## src/logic/irq_ctrl_pkg.sv

```systemverilog
package irq_ctrl_pkg;
	localparam int SRC_COUNT = 8;
	localparam int PC_W = 13;
	localparam int STACK_DEPTH = 8;
	localparam int SP_W = 3;
	localparam int HALF_W = 4;
	// vectors start at address 0 of page 1, two words apart
	localparam logic [12:0] VECTOR_BASE = 13'h0080;
	localparam logic [2:0] STACK_PTR_RESET = 3'h7;
	// machine cycles from condition to entry
	localparam logic [1:0] LAT_SHORT = 2'h2;
	localparam logic [1:0] LAT_LONG = 2'h3;
	localparam logic [1:0] LAT_ONE = 2'h1;
	localparam logic [3:0] ENABLE_RESET = 4'h0;
	localparam logic [7:0] FLAGS_RESET = 8'h00;
	// register byte offsets
	localparam logic [7:0] REG_ENABLE_FIRST = 8'h00;
	localparam logic [7:0] REG_ENABLE_SECOND = 8'h04;
	localparam logic [7:0] REG_REQUEST = 8'h08;
	localparam logic [7:0] REG_EVENT_STATUS = 8'h0C;
	localparam logic [7:0] REG_EVENT_MASK = 8'h10;
	localparam logic [7:0] REG_STATE = 8'h14;
	localparam logic [1:0] HTRANS_NONSEQ = 2'h2;
	localparam logic HRESP_OKAY = 1'b0;

	typedef enum logic [1:0] {
		ST_IDLE = 2'b01,
		ST_WAIT = 2'b10
	} take_state_t;

	typedef struct packed {
		logic [8:0] data_pointer;
		logic carry_flag;
		logic skip_flag;
		logic [3:0] acc;
		logic [3:0] breg;
	} cpu_ctx_t;

	typedef struct packed {
		logic enable_irq_instr;
		logic disable_irq_instr;
		logic return_from_irq_instr;
		logic skip_instr;
		logic [2:0] skip_src;
		logic instr_end;
		logic cycle_end;
		logic multi_cycle;
	} cpu_cmd_t;
endpackage

```

## src/logic/return_stack_mem.sv

```systemverilog
`timescale 1ns/10ps
// small stack array, read data comes out of a register
module return_stack_mem (
	input wire logic clk,
	input wire logic reset_n,
	input wire logic wr_en,
	input wire logic [irq_ctrl_pkg::SP_W-1:0] wr_addr,
	input wire logic [irq_ctrl_pkg::PC_W-1:0] wr_data,
	input wire logic rd_en,
	input wire logic [irq_ctrl_pkg::SP_W-1:0] rd_addr,
	output logic [irq_ctrl_pkg::PC_W-1:0] rd_data
);
	import irq_ctrl_pkg::*;
	logic [PC_W-1:0] mem [STACK_DEPTH];

	// storage is not reset, software never reads an empty slot
	always_ff @(posedge clk)
	begin
		if (wr_en)
			mem[wr_addr] <= wr_data;
	end

	// registered read port
	always_ff @(posedge clk or negedge reset_n)
	begin
		if (!reset_n)
			rd_data <= '0;
		else if (rd_en)
			rd_data <= mem[rd_addr];
	end
endmodule // return_stack_mem

```

## src/logic/vectored_interrupt_control.sv

```systemverilog
`timescale 1ns/10ps
module vectored_interrupt_control (
	input wire logic clk,
	input wire logic reset_n,
	input wire logic hsel,
	input wire logic [31:0] haddr,
	input wire logic [1:0] htrans,
	input wire logic hwrite,
	input wire logic [2:0] hsize,
	input wire logic [31:0] hwdata,
	input wire logic hready,
	output logic [31:0] hrdata,
	output logic hreadyout,
	output logic hresp,
	input wire logic [irq_ctrl_pkg::SRC_COUNT-1:0] source_event,
	input wire irq_ctrl_pkg::cpu_cmd_t cpu_cmd,
	input wire irq_ctrl_pkg::cpu_ctx_t cpu_ctx,
	input wire logic [irq_ctrl_pkg::PC_W-1:0] resume_pc,
	output logic irq_take,
	output logic [irq_ctrl_pkg::PC_W-1:0] irq_vector,
	output logic skip_valid,
	output logic skip_result,
	output logic restore_valid,
	output logic [irq_ctrl_pkg::PC_W-1:0] restored_pc,
	output irq_ctrl_pkg::cpu_ctx_t restored_ctx,
	output logic global_irq_enable_flag,
	output logic irq
);
	import irq_ctrl_pkg::*;

	logic [HALF_W-1:0] irq_enable_reg_first;
	logic [HALF_W-1:0] irq_enable_reg_second;
	logic [SRC_COUNT-1:0] request_flag;
	logic [SRC_COUNT-1:0] event_status;
	logic [SRC_COUNT-1:0] event_mask;
	logic [SRC_COUNT-1:0] enable_bits;
	logic [SRC_COUNT-1:0] active;
	logic [SRC_COUNT-1:0] take_clear;
	logic [SRC_COUNT-1:0] skip_clear;
	logic [SRC_COUNT-1:0] status_w1c;
	logic cond;
	logic ei_armed;
	logic take_now;
	logic [2:0] winner;
	logic skip_hit;
	take_state_t state;
	logic [1:0] lat_count;
	logic [SP_W-1:0] stack_ptr;
	cpu_ctx_t irq_context_save_reg;
	logic wr_pend;
	logic [7:0] wr_addr;
	logic bus_write;

	// bit order pairs flag, skip test and enable bit per source
	assign enable_bits = {irq_enable_reg_second, irq_enable_reg_first};
	assign active = request_flag & enable_bits;
	assign cond = global_irq_enable_flag & (|active);

	// lowest index is the highest level; adc sits at index 6
	always_comb
	begin
		winner = '0;
		for (int i = SRC_COUNT - 1; i >= 0; i--)
			if (active[i])
				winner = 3'(i);
	end

	assign take_now = (state == ST_WAIT) && cpu_cmd.cycle_end && (lat_count == LAT_ONE) && cond;
	assign take_clear = take_now ? 8'(8'h01 << winner) : FLAGS_RESET;
	assign skip_hit = cpu_cmd.skip_instr && request_flag[cpu_cmd.skip_src] &&
		!enable_bits[cpu_cmd.skip_src];
	assign skip_clear = skip_hit ? 8'(8'h01 << cpu_cmd.skip_src) : FLAGS_RESET;
	assign bus_write = wr_pend;
	assign status_w1c = (bus_write && wr_addr == REG_EVENT_STATUS) ? hwdata[SRC_COUNT-1:0] :
		FLAGS_RESET;

	// per source request flag and sticky event bit; a new event beats any clear
	generate
		for (genvar g = 0; g < SRC_COUNT; g++)
		begin : g_src
			always_ff @(posedge clk or negedge reset_n)
			begin
				if (!reset_n)
					request_flag[g] <= 1'b0;
				else if (source_event[g])
					request_flag[g] <= 1'b1;
				else if (take_clear[g] || skip_clear[g])
					request_flag[g] <= 1'b0;
			end

			always_ff @(posedge clk or negedge reset_n)
			begin
				if (!reset_n)
					event_status[g] <= 1'b0;
				else if (source_event[g])
					event_status[g] <= 1'b1;
				else if (status_w1c[g])
					event_status[g] <= 1'b0;
			end
		end
	endgenerate

	// enable is armed first and lands after the next instruction ends
	always_ff @(posedge clk or negedge reset_n)
	begin
		if (!reset_n)
			ei_armed <= 1'b0;
		else if (take_now || cpu_cmd.disable_irq_instr)
			ei_armed <= 1'b0;
		else if (cpu_cmd.enable_irq_instr)
			ei_armed <= 1'b1;
		else if (cpu_cmd.instr_end)
			ei_armed <= 1'b0;
	end

	// global enable; entry has priority over a pending enable
	always_ff @(posedge clk or negedge reset_n)
	begin
		if (!reset_n)
			global_irq_enable_flag <= 1'b0;
		else if (take_now)
			global_irq_enable_flag <= 1'b0;
		else if (cpu_cmd.disable_irq_instr)
			global_irq_enable_flag <= 1'b0;
		else if (ei_armed && cpu_cmd.instr_end && !cpu_cmd.enable_irq_instr)
			global_irq_enable_flag <= 1'b1;
	end

	// latency counter in machine cycles; a drop of the condition cancels
	always_ff @(posedge clk or negedge reset_n)
	begin
		if (!reset_n)
		begin
			state <= ST_IDLE;
			lat_count <= '0;
		end
		else
		begin
			unique case (state)
				ST_IDLE:
				begin
					if (cond)
					begin
						state <= ST_WAIT;
						lat_count <= cpu_cmd.multi_cycle ? LAT_LONG : LAT_SHORT;
					end
				end
				ST_WAIT:
				begin
					if (!cond || take_now)
						state <= ST_IDLE;
					else if (cpu_cmd.cycle_end)
						lat_count <= lat_count - LAT_ONE;
				end
			endcase
		end
	end

	// entry outputs: vector and one-cycle take strobe
	always_ff @(posedge clk or negedge reset_n)
	begin
		if (!reset_n)
		begin
			irq_take <= 1'b0;
			irq_vector <= '0;
		end
		else
		begin
			irq_take <= take_now;
			if (take_now)
				irq_vector <= VECTOR_BASE + PC_W'({winner, 1'b0});
		end
	end

	// single-stage context save; a nested entry overwrites it
	always_ff @(posedge clk or negedge reset_n)
	begin
		if (!reset_n)
			irq_context_save_reg <= '0;
		else if (take_now)
			irq_context_save_reg <= cpu_ctx;
	end

	// stack pointer wraps past eight levels, oldest entry is lost
	always_ff @(posedge clk or negedge reset_n)
	begin
		if (!reset_n)
			stack_ptr <= STACK_PTR_RESET;
		else if (take_now)
			stack_ptr <= stack_ptr + 3'h1;
		else if (cpu_cmd.return_from_irq_instr)
			stack_ptr <= stack_ptr - 3'h1;
	end

	return_stack_mem u_return_stack_reg (
		.clk(clk),
		.reset_n(reset_n),
		.wr_en(take_now),
		.wr_addr(stack_ptr + 3'h1),
		.wr_data(resume_pc),
		.rd_en(cpu_cmd.return_from_irq_instr && !take_now),
		.rd_addr(stack_ptr),
		.rd_data(restored_pc)
	);

	// each return loads the saved context; the address is popped with it unless an entry falls in the same cycle
	always_ff @(posedge clk or negedge reset_n)
	begin
		if (!reset_n)
		begin
			restore_valid <= 1'b0;
			restored_ctx <= '0;
		end
		else
		begin
			restore_valid <= cpu_cmd.return_from_irq_instr && !take_now;
			if (cpu_cmd.return_from_irq_instr)
				restored_ctx <= irq_context_save_reg;
		end
	end

	// skip test answer, one cycle after the request
	always_ff @(posedge clk or negedge reset_n)
	begin
		if (!reset_n)
		begin
			skip_valid <= 1'b0;
			skip_result <= 1'b0;
		end
		else
		begin
			skip_valid <= cpu_cmd.skip_instr;
			skip_result <= skip_hit;
		end
	end

	// bus slave: zero wait states, write data applied in data phase
	always_ff @(posedge clk or negedge reset_n)
	begin
		if (!reset_n)
		begin
			wr_pend <= 1'b0;
			wr_addr <= '0;
		end
		else
		begin
			wr_pend <= hsel && hready && (htrans == HTRANS_NONSEQ) && hwrite;
			wr_addr <= haddr[7:0];
		end
	end

	// enable registers written by software steer the take logic; the mask only gates irq
	always_ff @(posedge clk or negedge reset_n)
	begin
		if (!reset_n)
		begin
			irq_enable_reg_first <= ENABLE_RESET;
			irq_enable_reg_second <= ENABLE_RESET;
			event_mask <= FLAGS_RESET;
		end
		else if (bus_write)
		begin
			if (wr_addr == REG_ENABLE_FIRST)
				irq_enable_reg_first <= hwdata[HALF_W-1:0];
			if (wr_addr == REG_ENABLE_SECOND)
				irq_enable_reg_second <= hwdata[HALF_W-1:0];
			if (wr_addr == REG_EVENT_MASK)
				event_mask <= hwdata[SRC_COUNT-1:0];
		end
	end

	// read data registered at the address phase; unmapped reads zero
	always_ff @(posedge clk or negedge reset_n)
	begin
		if (!reset_n)
			hrdata <= '0;
		else if (hsel && hready && (htrans == HTRANS_NONSEQ) && !hwrite)
		begin
			unique case (haddr[7:0])
				REG_ENABLE_FIRST: hrdata <= 32'(irq_enable_reg_first);
				REG_ENABLE_SECOND: hrdata <= 32'(irq_enable_reg_second);
				REG_REQUEST: hrdata <= 32'(request_flag);
				REG_EVENT_STATUS: hrdata <= 32'(event_status);
				REG_EVENT_MASK: hrdata <= 32'(event_mask);
				REG_STATE: hrdata <= 32'({ei_armed, global_irq_enable_flag});
				default: hrdata <= '0;
			endcase
		end
	end

	// constant handshake, kept in flops so outputs are registered
	always_ff @(posedge clk or negedge reset_n)
	begin
		if (!reset_n)
		begin
			hreadyout <= 1'b1;
			hresp <= HRESP_OKAY;
		end
		else
		begin
			hreadyout <= 1'b1;
			hresp <= HRESP_OKAY;
		end
	end

	// interrupt line to the system, lags the status by one cycle
	always_ff @(posedge clk or negedge reset_n)
	begin
		if (!reset_n)
			irq <= 1'b0;
		else
			irq <= |(event_status & event_mask);
	end

	// checks
	property p_take_cond;
		@(posedge clk) disable iff (!reset_n)
		irq_take |-> $past(cond);
	endproperty
	a_take_cond: assert property (p_take_cond) else $error("entry without condition");

	property p_take_clears_enable;
		@(posedge clk) disable iff (!reset_n)
		irq_take |-> !global_irq_enable_flag;
	endproperty
	a_take_clears_enable: assert property (p_take_clears_enable)
		else $error("global enable still set after entry");

	property p_disable;
		@(posedge clk) disable iff (!reset_n)
		cpu_cmd.disable_irq_instr |=> !global_irq_enable_flag;
	endproperty
	a_disable: assert property (p_disable) else $error("disable did not clear");

	property p_enable_delay;
		@(posedge clk) disable iff (!reset_n)
		(cpu_cmd.enable_irq_instr && !global_irq_enable_flag) |=> !global_irq_enable_flag;
	endproperty
	a_enable_delay: assert property (p_enable_delay) else $error("enable took effect early");

	property p_event_sets;
		@(posedge clk) disable iff (!reset_n)
		(source_event != '0) |=> ((request_flag & $past(source_event)) == $past(source_event));
	endproperty
	a_event_sets: assert property (p_event_sets) else $error("event did not set flag");

	property p_skip;
		@(posedge clk) disable iff (!reset_n)
		cpu_cmd.skip_instr |=> skip_valid && (skip_result == $past(skip_hit)) &&
			(!skip_result || $past(source_event[cpu_cmd.skip_src]) ||
			!request_flag[$past(cpu_cmd.skip_src)]);
	endproperty
	a_skip: assert property (p_skip) else $error("skip test wrong");

	property p_vector;
		@(posedge clk) disable iff (!reset_n)
		irq_take |-> (irq_vector == VECTOR_BASE + PC_W'({$past(winner), 1'b0}));
	endproperty
	a_vector: assert property (p_vector) else $error("wrong vector");

	property p_only_served;
		@(posedge clk) disable iff (!reset_n)
		irq_take |-> (((request_flag ^ $past(request_flag)) & ~$past(source_event) &
			~$past(take_clear)) == '0) && ((request_flag & $past(take_clear) &
			~$past(source_event)) == '0);
	endproperty
	a_only_served: assert property (p_only_served) else $error("wrong flag cleared");

	property p_priority;
		@(posedge clk) disable iff (!reset_n)
		irq_take |-> (($past(active) & 8'(($past(take_clear)) - 8'h01)) == '0);
	endproperty
	a_priority: assert property (p_priority) else $error("lower level served first");

	c_take: cover property (@(posedge clk) disable iff (!reset_n) irq_take);
	c_skip_hit: cover property (@(posedge clk) disable iff (!reset_n) skip_valid && skip_result);
	c_return: cover property (@(posedge clk) disable iff (!reset_n) restore_valid);
	c_long_wait: cover property (@(posedge clk) disable iff (!reset_n)
		(state == ST_IDLE) && cond && cpu_cmd.multi_cycle);
endmodule // vectored_interrupt_control
```

## config.mk

```make
export PLATFORM = sky130hd
export DESIGN_NAME = vectored_interrupt_control
export DESIGN_NICKNAME = d
export VERILOG_FILES = /design/src/logic/irq_ctrl_pkg.sv /design/src/logic/return_stack_mem.sv /design/src/logic/vectored_interrupt_control.sv
export SDC_FILE = /design/constraint.sdc
export NUM_CORES = 1
export LEC_CHECK = 0
export ABC_AREA = 1
export BUFFER_PORTS_ARGS = -buffer_cell sky130_fd_sc_hd__buf_4
export CAP_MARGIN = 30
export CORE_UTILIZATION = 59
export DETAILED_ROUTE_END_ITERATION = 6
export GPL_TIMING_DRIVEN = 0
export PLACE_DENSITY = 0.93
export RECOVER_POWER = 100
export SYNTH_ARGS = -nofsm -noshare
export SYNTH_HDL_FRONTEND = slang
export SYNTH_SLANG_ARGS = --single-unit
```

## constraint.sdc

```tcl
create_clock -name clk -period 3.9 [get_ports clk]
set_clock_uncertainty 0.1 [all_clocks]
set_input_delay 0.39 -clock clk [delete_from_list [all_inputs] [get_ports clk]]
set_output_delay 0.39 -clock clk [all_outputs]
set_load 0.1 [all_outputs]
```

==> results by group <==
Final layout
  • Sequential cell area: 6080 sq um
  • Filler Cell Count: 1,115
  • Area Overhead vs Synth: 21.3%
  • Share of cells above drive strength 1: 0.137
  • Max FFs per register: ~100
  • Multi-input logic area: about 2900 sq um
  • # nets final: 1,301
  • ANT cells: 0

Routing
  • DR WL/cell: 17.8 microns
  • DRT Pass-1 Iters: 6
  • Met1 wire length: 9390 microns
  • Routed WL: 25,000 microns
  • Routed length on met2: 12,100 microns
  • Post-DRT Antenna Nets: 0
  • DR iter-0 viols: 886
  • Via density: 5.64
  • Via Count: 7,930
  • Top sig layer: met4
  • Drt drc: 0
  • DR WL met3: 2480 microns

GRT
  • GRT overflow: 0
  • Global Route Usage Sum: 0.302
  • Number of global-route vias before repair: 7,650
  • Initial antenna violation count: 0
  • Largest net degree at the start of global routing: 84
  • First-pass GRT wire length: 38,500 microns

Min path
  • Min-delay worst type: in -> reg
  • Hold Path Sink: event_status[2]
  • Hold path cells: 3
  • Min-delay src: source_event[2]

Pwr
  • Clk pwr share: 0.275
  • Pwr/cell area: 658 nW/um^2
  • Comb power frac: 0.353
  • P_sw: 3.17 mW
  • Switching power share of the total: 0.415
  • Cell internal pwr: approximately 4.5 mW
  • Pleak: slightly above 5 nW
  • Reg power frac: 0.372
  • VDD IR max: 0.429 mV

Synth
  • Ys async rst share: 0.532
  • Syn Area/Cell: 9.98 sq um
  • Post-Syn Instances: 958
  • Ys flop type: dfrtp_1
  • Yosys reg bits: 222
  • Synth warn: 0
  • Mapped Area: 9560 sq um
  • Number of synthesized flops with an enable pin: 104
  • Unique cell type count in the Yosys netlist: 44
  • Seq/Total Area, Yosys: 0.636

Run
  • Max Cap Viol: 1

Clocking
  • Clk buf depth: 3
  • Clock Sinks: roughly 220
  • Clk root buf: clkbuf_16
  • H-tree depth: 1
  • Worst-Skew Late Latency: 0.51 ns
  • CTS buffer count: 23
  • Reg clk slew, reported paths: around 0.06 ns
  • CTS tree: done
  • # Post-CTS Setup Buffers: 0

Outcome
  • Outcome: complete, but fails checks
  • Failing checks: max-capacitance violations, max-slew violations

Setup path
  • R2R cell count: 6
  • Worst path arrival time: 3.50 ns
  • Worst-path fanout max: 10
  • Critical Path RT: between 4 and 5 ns
  • Worst flop-to-flop path endpoint: u_return_stack_reg.mem[6][12]
  • Setup CP Type: reg -> reg
  • Crit. End Element: register
  • CP startpoint kind: register
  • Reg2reg start: stack_ptr[1]
  • Reg-to-reg slack, setup: between 0.5 and 0.6 ns

Floorplan
  • Std-Cell Rows: 46
  • IO Pins: approximately 210
  • Die ar.: 16,700 sq um
  • Die Wd: around 130 microns
  • Die height: ~130 microns
  • Core box area: roughly 16,000 sq um
  • Initial core utilization: 0.604

Timing
  • Max-slew headroom: -0.309
  • RSZ-0062 raised after global routing: no
  • Setup Viol. Count Final: 0
  • Setup tns final: 0 ns
  • Final worst-path cycle share: 0.869
  • Max-slew violation count: 36
  • Final worst path period need: 3.39 ns
  • PnR worst setup slack: 0.511 ns
  • Slew of the pin with the lowest slew margin: 1.96 ns
  • Final hold vios: 0
  • Fmax: 295 MHz

Place
  • Gpl congestion: 0.960
  • DP Worst Slack: 0.930 ns
  • IO Port Bufs: 121
  • Post-DP HPWL: 16,000 microns
==> synthesized netlist by cell type, drive strengths merged (2+ instances only) <==
library cell  number  area share
ha                 3      0.0039
o221ai             2      0.0018
nand3             30       0.017
nor3b              3      0.0029
edfxtp           104        0.33
o21ai             95       0.050
a221oi             2      0.0018
clkbuf            17      0.0067
nand2            293        0.12
clkinv             3      0.0013
nor2             103       0.046
nor3               7      0.0052
a31oi             14       0.013
dfstp              4       0.011
or2                3      0.0020
dfrtp            114        0.30
inv               61       0.024
conb               2     0.00079
o22ai             30       0.020
nand4              9      0.0059
a21oi              5      0.0026
buf               49       0.038
==> routing by layer <==
layer  vias to the layer above  GRT usage
li1                       3558          -
met2                       525      0.503
met4                         0      0.156
met1                      3735      0.380
met3                       112     0.0553
met5                         -          0
==> how the worst max path moves through the flow <==
stage | from | endpoint
2_1_floorplan | global_irq_enable_flag | u_return_stack_reg.mem[4][0]
4_1_cts | stack_ptr[1] | u_return_stack_reg.mem[7][4]
6_report | stack_ptr[1] | u_return_stack_reg.mem[6][12]
5_1_grt | stack_ptr[1] | u_return_stack_reg.mem[7][4]
3_5_place_dp | stack_ptr[1] | u_return_stack_reg.mem[7][7]
3_3_place_gp | stack_ptr[1] | u_return_stack_reg.mem[4][12]
==> cells by family (layout without fill, tap and decap cells) <==
family,count (synthesis),in the layout,synth area share
adders and majority gates,3,3,0.00393
xor gates and xnor gates,2,2,0.00183
and+or+nand+nor,449,449,0.197
buffers and inverters,130,328,0.0702
AOI/OAI and AO/OA,150,150,0.0903
other,2,35,0.000786
DFF,222,222,0.636
==> power by group through the flow <==
stage	logic (mW)	clock network (mW)	registers [mW]
after floorplan	1.11	0	3.75
after global placement	2.61	0	2.86
after global routing	2.83	2.22	2.86
after detailed placement	2.70	0	2.87
final	2.69	2.10	2.84
after CTS	2.78	2.11	2.83
==> critical path, cell delays in order (launching register included) <==
cell and delay (ns):
dfstp_1 0.75, clkinv_1 0.45, clkbuf_1 0.39, ha_1 0.46, nand2_1 0.12, nor2_1 0.48
buf_4 0.32
==> layout make-up <==
cell class	instances	share of cell area
clock buffers	34	0.0566
well taps	216	0.0233
clock inverters	6	0.00496
repair buffers	158	0.0882
multi-input cells	639	0.248
plain buffers	66	0.0333
inverters	64	0.0209
flip-flops and latches	222	0.524
==> cell usage in the layout, fill, tap and decap left out, types with 4 or more instances in the layout <==
master / n
clkbuf_1: 103
clkinv_2: 4
buf_6: 5
nand4_1: 9
dlygate4sd3_1: 28
a31oi_2: 6
buf_4: 83
clkbuf_16: 23
inv_1: 58
nor3_1: 4
o21ai_1: 9
buf_2: 6
nand2_1: 291
nor2_2: 11
nand3_1: 30
a31oi_1: 8
conb_1: 35
o21ai_0: 86
a21oi_1: 5
edfxtp_1: 104
clkbuf_8: 4
dfrtp_1: 114
o22ai_1: 30
nor2_1: 92
==> metrics by stage <==
step / power, mW / area (sq um) / hold WS, ns / utilization / instances
final: 7.63 / 11600 / 0.00491 / 0.733 / 1405
after global placement: 5.47 / 10900 / 0.354 / 0.686 / 1328
after global routing: 7.90 / 11600 / 0.00497 / 0.733 / 1405
after floorplan: 4.87 / 9680 / -0.00559 / - / 991
after CTS: 7.73 / 12000 / 0.000621 / 0.756 / 1405
after detailed placement: 5.57 / 11000 / 0.207 / 0.693 / 1337
==> timing repair <==
| action | in CTS | in global routing |
|---|---|---|
| hold endpoints to repair | 66 | 0 |
| hold buffers | 28 | 0 |
| resized for setup | 0 | 0 |
(Power assumes the default switching activity.)
